## src/include/fbs_pkg.sv

```systemverilog
package fbs_pkg;

   // ***************************************************
   // register map (byte addresses, one word each)
   // ***************************************************
   localparam logic [3:0] FBS_OFS_CTRL_ONE    = 4'h0;
   localparam logic [3:0] FBS_OFS_CTRL_TWO    = 4'h4;
   localparam logic [3:0] FBS_OFS_ERASE_SEL   = 4'h8;
   localparam logic [3:0] FBS_OFS_ACCESS_EN   = 4'hC;

   // ***************************************************
   // field positions and masks
   // ***************************************************
   localparam int         FBS_SWE_BIT         = 6;
   localparam int         FBS_GATE_BIT        = 7;
   localparam logic [7:0] FBS_ERASE_SEL_MASK  = 8'h1F;
   localparam logic [7:0] FBS_ACCESS_EN_MASK  = 8'h80;
   localparam int         FBS_LARGE_BIT       = 4;

   // ***************************************************
   // reset values
   // ***************************************************
   localparam logic [7:0] FBS_RST_CTRL_ONE    = 8'h00;
   localparam logic [7:0] FBS_RST_CTRL_TWO    = 8'h00;
   localparam logic [7:0] FBS_RST_ERASE_SEL   = 8'h00;
   localparam logic [7:0] FBS_RST_ACCESS_EN   = 8'h00;

   // ***************************************************
   // erase area bounds
   // ***************************************************
   localparam logic [14:0] FBS_LARGE_FIRST    = 15'h1000;
   localparam logic [14:0] FBS_LARGE_LAST     = 15'h7FFF;
   localparam logic [14:0] FBS_SMALL_SPAN     = 15'h03FF;
   localparam logic [14:0] FBS_SMALL3_FIRST   = 15'h0C00;
   localparam logic [14:0] FBS_SMALL2_FIRST   = 15'h0800;
   localparam logic [14:0] FBS_SMALL1_FIRST   = 15'h0400;
   localparam logic [14:0] FBS_SMALL0_FIRST   = 15'h0000;

   // ***************************************************
   // carriers
   // ***************************************************
   typedef struct packed {
      logic [3:0]  address;
      logic        read;
      logic        write;
      logic [31:0] writedata;
      logic [3:0]  byteenable;
   } fbs_av_req_s;

   typedef struct packed {
      logic [31:0] readdata;
      logic        waitrequest;
   } fbs_av_rsp_s;

   typedef struct packed {
      logic        valid;
      logic [14:0] first;
      logic [14:0] last;
   } fbs_area_s;

   typedef struct packed {
      logic        ack;
      logic [31:0] rdata;
      logic [7:0]  ctrl_one;
      logic [7:0]  ctrl_two;
      logic [7:0]  erase_sel;
      logic [7:0]  access_en;
      fbs_area_s   area;
   } fbs_state_s;

endpackage // fbs_pkg

```

## src/core/fbs_flash_erase_block_select.sv

```systemverilog
// What this block does
// - erase select clears while write-enable is off
// - several select bits set clears all bits
// - bit 4 picks area 0x1000 to 0x7FFF
// - bits 3..0 pick 1-kbyte areas
// - reserved bits always read zero
// - gate bit set permits flash register access
// - gate bit clear denies flash register access
module fbs_flash_erase_block_select (
   input  wire logic              core_clk,
   input  wire logic              resetn,
   input  wire fbs_pkg::fbs_av_req_s av_req,
   output      fbs_pkg::fbs_av_rsp_s av_rsp,
   output      logic [4:0]        erase_select,
   output      logic              software_write_enable,
   output      fbs_pkg::fbs_area_s erase_area
);
   import fbs_pkg::*;

   // ***************************************************
   // state
   // ***************************************************

   // every register of the block lives in one struct
   fbs_state_s state_reg;
   // value the struct takes at the next edge
   fbs_state_s state_next;

   // ***************************************************
   // helpers
   // ***************************************************

   // true when two or more selection bits are set
   function automatic logic fbs_multi_sel(input logic [7:0] v);
      logic [2:0] cnt;
      cnt = 3'h0;
      // only the five select bits are counted
      for (int i = 0; i < 5; i++) begin
         cnt = cnt + {2'h0, v[i]};
      end
      return cnt > 3'h1;
   endfunction

   // value the erase select register may hold
   function automatic logic [7:0] fbs_legal_sel(input logic [7:0] v,
                                                input logic       software_write_enable_bit);
      logic [7:0] m;
      // reserved bits never reach the register
      m = v & FBS_ERASE_SEL_MASK;
      if (fbs_multi_sel(m)) begin
         m = 8'h00;
      end
      if (!software_write_enable_bit) begin
         m = 8'h00;
      end
      return m;
   endfunction

   // the three words that the gate bit guards
   function automatic logic fbs_is_gated(input logic [3:0] a);
      return (a == FBS_OFS_CTRL_ONE) ||
             (a == FBS_OFS_CTRL_TWO) ||
             (a == FBS_OFS_ERASE_SEL);
   endfunction

   // last address of a 1-kbyte area from its first address
   function automatic logic [14:0] fbs_small_last(input logic [14:0] f);
      return f | FBS_SMALL_SPAN;
   endfunction

   // ***************************************************
   // next state
   // ***************************************************

   // bus timing, one request at a time:
   //   cycle 0: request seen, waitrequest high, read byte captured
   //   cycle 1: waitrequest low, a write lands at the closing edge
   //   cycle 2: a new request waits one state again
   // one-wait-state slave: ack rises the cycle after the request
   always_comb begin
      // scratch values, all set at the top of each pass
      logic       req;
      logic       gated;
      logic       wr;
      logic [7:0] wbyte;
      logic       open_gate;
      req        = 1'b0;
      gated      = 1'b0;
      wr         = 1'b0;
      wbyte      = 8'h00;
      open_gate  = 1'b0;
      // hold every register unless a path below changes it
      state_next = state_reg;
      // only byte lane 0 carries register data
      req   = av_req.read | av_req.write;
      wbyte = av_req.writedata[7:0];
      open_gate = state_reg.access_en[FBS_GATE_BIT];
      // the gate register itself stays reachable
      gated = fbs_is_gated(av_req.address);
      // ack alternates, so a held request is answered every second cycle
      state_next.ack = req & ~state_reg.ack;
      // write takes effect only at the edge where waitrequest is low
      wr = av_req.write & state_reg.ack & av_req.byteenable[0];
      if (wr && (!gated || open_gate)) begin
         case (av_req.address)
            // write-enable sits in bit 6, the rest is storage
            FBS_OFS_CTRL_ONE:  state_next.ctrl_one  = wbyte;
            // plain storage byte
            FBS_OFS_CTRL_TWO:  state_next.ctrl_two  = wbyte;
            FBS_OFS_ERASE_SEL: state_next.erase_sel = wbyte;
            FBS_OFS_ACCESS_EN:
               state_next.access_en = wbyte & FBS_ACCESS_EN_MASK;
            default: ;
         endcase
      end
      // select is cleaned every cycle, so a late swe drop still clears it
      state_next.erase_sel =
         fbs_legal_sel(state_next.erase_sel,
                       state_next.ctrl_one[FBS_SWE_BIT]);
      // read data latched as ack rises; unmapped reads return zero
      state_next.rdata = 32'h0000_0000;
      if (av_req.read && !state_reg.ack && (!gated || open_gate)) begin
         case (av_req.address)
            FBS_OFS_CTRL_ONE:  state_next.rdata[7:0] = state_reg.ctrl_one;
            FBS_OFS_CTRL_TWO:  state_next.rdata[7:0] = state_reg.ctrl_two;
            FBS_OFS_ERASE_SEL:
               state_next.rdata[7:0] = state_reg.erase_sel
                                     & FBS_ERASE_SEL_MASK;
            FBS_OFS_ACCESS_EN:
               state_next.rdata[7:0] = state_reg.access_en
                                     & FBS_ACCESS_EN_MASK;
            default: state_next.rdata = 32'h0000_0000;
         endcase
      end
      state_next.area.valid = |state_next.erase_sel[4:0];
      // no area selected: bounds read as zero
      state_next.area.first = 15'h0000;
      state_next.area.last  = 15'h0000;
      case (state_next.erase_sel[4:0])
         // large block
         5'h10: begin
            state_next.area.first = FBS_LARGE_FIRST;
            state_next.area.last  = FBS_LARGE_LAST;
         end
         // small block three
         5'h08: begin
            state_next.area.first = FBS_SMALL3_FIRST;
            state_next.area.last  = fbs_small_last(FBS_SMALL3_FIRST);
         end
         // small block two
         5'h04: begin
            state_next.area.first = FBS_SMALL2_FIRST;
            state_next.area.last  = fbs_small_last(FBS_SMALL2_FIRST);
         end
         // small block one
         5'h02: begin
            state_next.area.first = FBS_SMALL1_FIRST;
            state_next.area.last  = fbs_small_last(FBS_SMALL1_FIRST);
         end
         // small block zero
         5'h01: begin
            state_next.area.first = FBS_SMALL0_FIRST;
            state_next.area.last  = fbs_small_last(FBS_SMALL0_FIRST);
         end
         // nothing selected: no area
         default: state_next.area.valid = 1'b0;
      endcase
   end

   // ***************************************************
   // state register
   // ***************************************************

   // all state resets to constants
   always_ff @(posedge core_clk or negedge resetn) begin
      if (!resetn) begin
         state_reg.ack        <= 1'b0;
         state_reg.rdata      <= 32'h0000_0000;
         state_reg.ctrl_one   <= FBS_RST_CTRL_ONE;
         state_reg.ctrl_two   <= FBS_RST_CTRL_TWO;
         state_reg.erase_sel  <= FBS_RST_ERASE_SEL;
         state_reg.access_en  <= FBS_RST_ACCESS_EN;
         state_reg.area.valid <= 1'b0;
         state_reg.area.first <= 15'h0000;
         state_reg.area.last  <= 15'h0000;
      end else begin
         // whole struct moves on every edge
         state_reg <= state_next;
      end
   end

   // ***************************************************
   // outputs
   // ***************************************************

   // waitrequest is combinational, data from flops
   assign av_rsp.waitrequest   = (av_req.read | av_req.write)
                               & ~state_reg.ack;
   // read byte stands only in the answer cycle
   assign av_rsp.readdata      = state_reg.rdata;

   // ***************************************************
   // erase outputs
   // ***************************************************

   // select and area move together, one edge after the write
   assign erase_select         = state_reg.erase_sel[4:0];
   // the flash sequencer reads write-enable from here
   assign software_write_enable = state_reg.ctrl_one[FBS_SWE_BIT];
   // area bounds are registered, so no decode glitches leave
   assign erase_area           = state_reg.area;

endmodule // fbs_flash_erase_block_select

```

## config.mk

```make
export PLATFORM = sky130hd
export DESIGN_NAME = fbs_flash_erase_block_select
export DESIGN_NICKNAME = d
export VERILOG_FILES = /design/src/include/fbs_pkg.sv /design/src/core/fbs_flash_erase_block_select.sv
export SDC_FILE = /design/constraint.sdc
export NUM_CORES = 1
export LEC_CHECK = 0
export BUFFER_PORTS_ARGS = -buffer_cell sky130_fd_sc_hd__buf_4
export CORE_ASPECT_RATIO = 1.2
export CORE_MARGIN = 5
export CORE_UTILIZATION = 50
export CTS_CLUSTER_SIZE = 28
export DETAILED_ROUTE_END_ITERATION = 7
export GPL_ROUTABILITY_DRIVEN = 0
export PLACE_DENSITY = 0.92
export SLEW_MARGIN = 15
export SYNTH_ARGS = -nofsm -noshare
export SYNTH_HDL_FRONTEND = slang
export SYNTH_SLANG_ARGS = --single-unit
export TNS_END_PERCENT = 50
```

## constraint.sdc

```tcl
create_clock -name core_clk -period 4.5 [get_ports core_clk]
set_clock_uncertainty 0.2 [all_clocks]
set_input_delay 0.9 -clock core_clk [delete_from_list [all_inputs] [get_ports core_clk]]
set_output_delay 0.9 -clock core_clk [all_outputs]
set_load 0.005 [all_outputs]
```

==> reports/metrics.yaml <==
post_cts_buffers: 0
area_delta_synth_final_pct: 7.933
postCtsHoldBufs: 0
fin_tns_setup_ps: 0
met3_usage_pct: 4.072
internal-power_w: 0.0006050
die_area_sq_um: 6104
synth_cells: 225
vdd_drop_max_mv: 0.2184
critPathKind: "input port to flop"
portBuffers: 50
netSwitchingPower_w: 0.0001612
critPathMaxFanout: 17
synth_cell_types: 35
cts_resized: 0
grt_overflow_total: 0
start_util_pct: 50.84
power_density_nw_per_um2: 306.2
critical_path_buf_inv_count: 2
placed_cells: 295
ant_nets: 0
grt_pass1_wl_um: 6824
post-route-period-util_pct: 83.27
min-delay-path-class: "flop to flop"
switching_share_pct: 21.04
ys_seq_elements: 38
fill_cells: 395
share_comb_of_total_power_pct: 7.1
worstSetupStartpointType: "input port"
fmax_mhz: 266.9
worstSkewPairLatency_ps: 300
path_delay_family: "simple AND/OR/NAND/NOR gates"
finalMaxSlewViolations: 0
grt_use_met1_pct: 15.97
row_count: 27
grt_max_degree: 39
final_cells: 303
clockBufferDepth: 2
period_needed_ps: 3747
ios: 114
drt_wl_total_um: 4286
grt_pass1_vias: 1414
pwr-share-clk_pct: 47.1
cp_slowest_cell: "fa_1"
pre_cts_ws_ps: 463.4
maxSlewHeadroom_pct: 54.13
arrival_ps: 3710
drive_gt1_share_pct: 34.69
synth_edf_count: 0
top_usage_layer: "met2"
largest_register_ffs: 17
antenna_found_initial: 0
die_w_um: 72.16
fin_ws_ps: 752.8
crit_chain: "buf_4 -> nor4b_4 -> nand3_4 -> mux2i_4 -> inv_2 -> fa_1 -> ha_1 -> nor3_1 -> o21ai_1 -> a2111oi_1"
tritoncts: "done"
cts_root_buf: "clkbuf_8"
cp-end-kind: "flop"
coreArea_sq_um: 4561
htree_levels: 2
diodes: 0
yosys_warnings: 0
final_common_cell: "buf_4"
hold_ws_ps: 272.1
setup_viol_count_final: 0
seq_area_frac_synth_pct: 41.01
cp.required_ps: 4470
cts.clk_slew.worst_paths_ps: 80
cap_violations: 0
first_pass_iters: 4
synth_ff_type: "dfrtp_1"
synth-async-reset-ratio_pct: 100.0
remaining_drc_errors: 0
max_stage_delay_ps: 480
nets: 290
p_leak_nw: 1.289
worst_pin_slew_ps: 685.0
grt_util_met2_pct: 24.69
syn_area_sq_um: 2318
cts-buffers-inserted: 5
vias: 1484
post_drt_wl_per_cell_um: 14.15
hold_viol_final: 0
rsz0062_at_grt: "no"
final_cell_mix: "buf_4 (51), dfrtp_1 (38), conb_1 (36)"
dp_hpwl_um: 3275
drt_iter0_markers: 45
die_y_um: 84.60
cts.sinks: 38
pwr-share-seq_pct: 45.8
status: "complete, no violations"
grtUsageTotal_pct: 14.56
synth.avg_cell_area_sq_um: 10.30
routed_via_density: 4.898
==> synthesized netlist by cell type, drive strengths merged, types with 2 or more instances <==
master | n | area [sq um]
or4 | 2 | 15.01
clkbuf | 3 | 11.26
xnor2 | 3 | 26.28
buf | 71 | 534.3
nor2 | 22 | 82.58
a21oi | 10 | 50.05
nor4 | 2 | 12.51
inv | 7 | 26.27
nor2b | 2 | 12.51
mux2 | 17 | 191.4
nor3 | 4 | 20.02
o21ai | 2 | 10.01
mux2i | 8 | 117.6
nand3 | 9 | 57.56
nand2 | 5 | 18.77
and3 | 3 | 18.77
a31oi | 5 | 31.28
dfrtp | 38 | 950.9
==> metrics by stage <==
stage               util (%)  power [W]  cell area [sq um]
floorplan                  -  0.0004079               2450
global placement       51.74  0.0004099               2360
detailed placement     51.74  0.0004117               2360
CTS                    54.87  0.0007694               2502
global route           54.87  0.0007945               2502
finish                 54.87  0.0007662               2502
==> path summary, 6_finish.rpt <==
path                       cells past startpoint     startpoint              to  slack (ps)
max                                           10     av_req[40]  erase_area[11]         750
min                                            1  state_reg[95]   state_reg[95]         270
max reg2reg                                    9  state_reg[38]  erase_area[11]        1130
min reg2reg                                    1  state_reg[95]   state_reg[95]         270
max in group asynchronous                      1         resetn   state_reg[53]        3430
min in group asynchronous                      1         resetn  erase_area[11]         350
==> cell type report <==
cell class              instances  area, sq um  share of cell area (%)
well taps                      58        72.57                   2.900
inverters                       7        26.28                   1.050
clock buffers                   6        82.58                   3.300
multi-input cells             141        927.1                   37.05
repair buffers                 51        382.9                   15.30
flip-flops and latches         38        950.9                   38.00
clock inverters                 2        60.06                   2.400
==> per-layer routing <==
| layer | vias to the layer above | share of wire (%) |
|---|---|---|
| met1 | 708 | 36 |
| li1 | 692 | - |
| met4 | 0 | 3.4 |
| met2 | 73 | 53 |
| met3 | 11 | 8.1 |
| met5 | - | 0 |
==> power groups by stage <==
stage / logic (W) / clock network [W] / registers (W)
final: 0.0000547 / 0.000361 / 0.000351
after global routing: 0.0000605 / 0.000382 / 0.000352
after CTS: 0.0000543 / 0.000364 / 0.000351
after detailed placement: 0.0000541 / 0 / 0.000358
after global placement: 0.0000527 / 0 / 0.000357
after floorplan: 0.0000515 / 0 / 0.000356
==> kinds of logic after synthesis <==
family	synth area share, %
flip-flops	41.01
adder cells (fa/ha/maj)	1.403
other	0.1617
multiplexers	13.33
XOR/XNOR	1.511
AO/OA/AOI/OAI	5.343
buffers and inverters	24.66
AND/OR/NAND/NOR	12.57
Note: power is estimated with default switching activity, not from simulation.
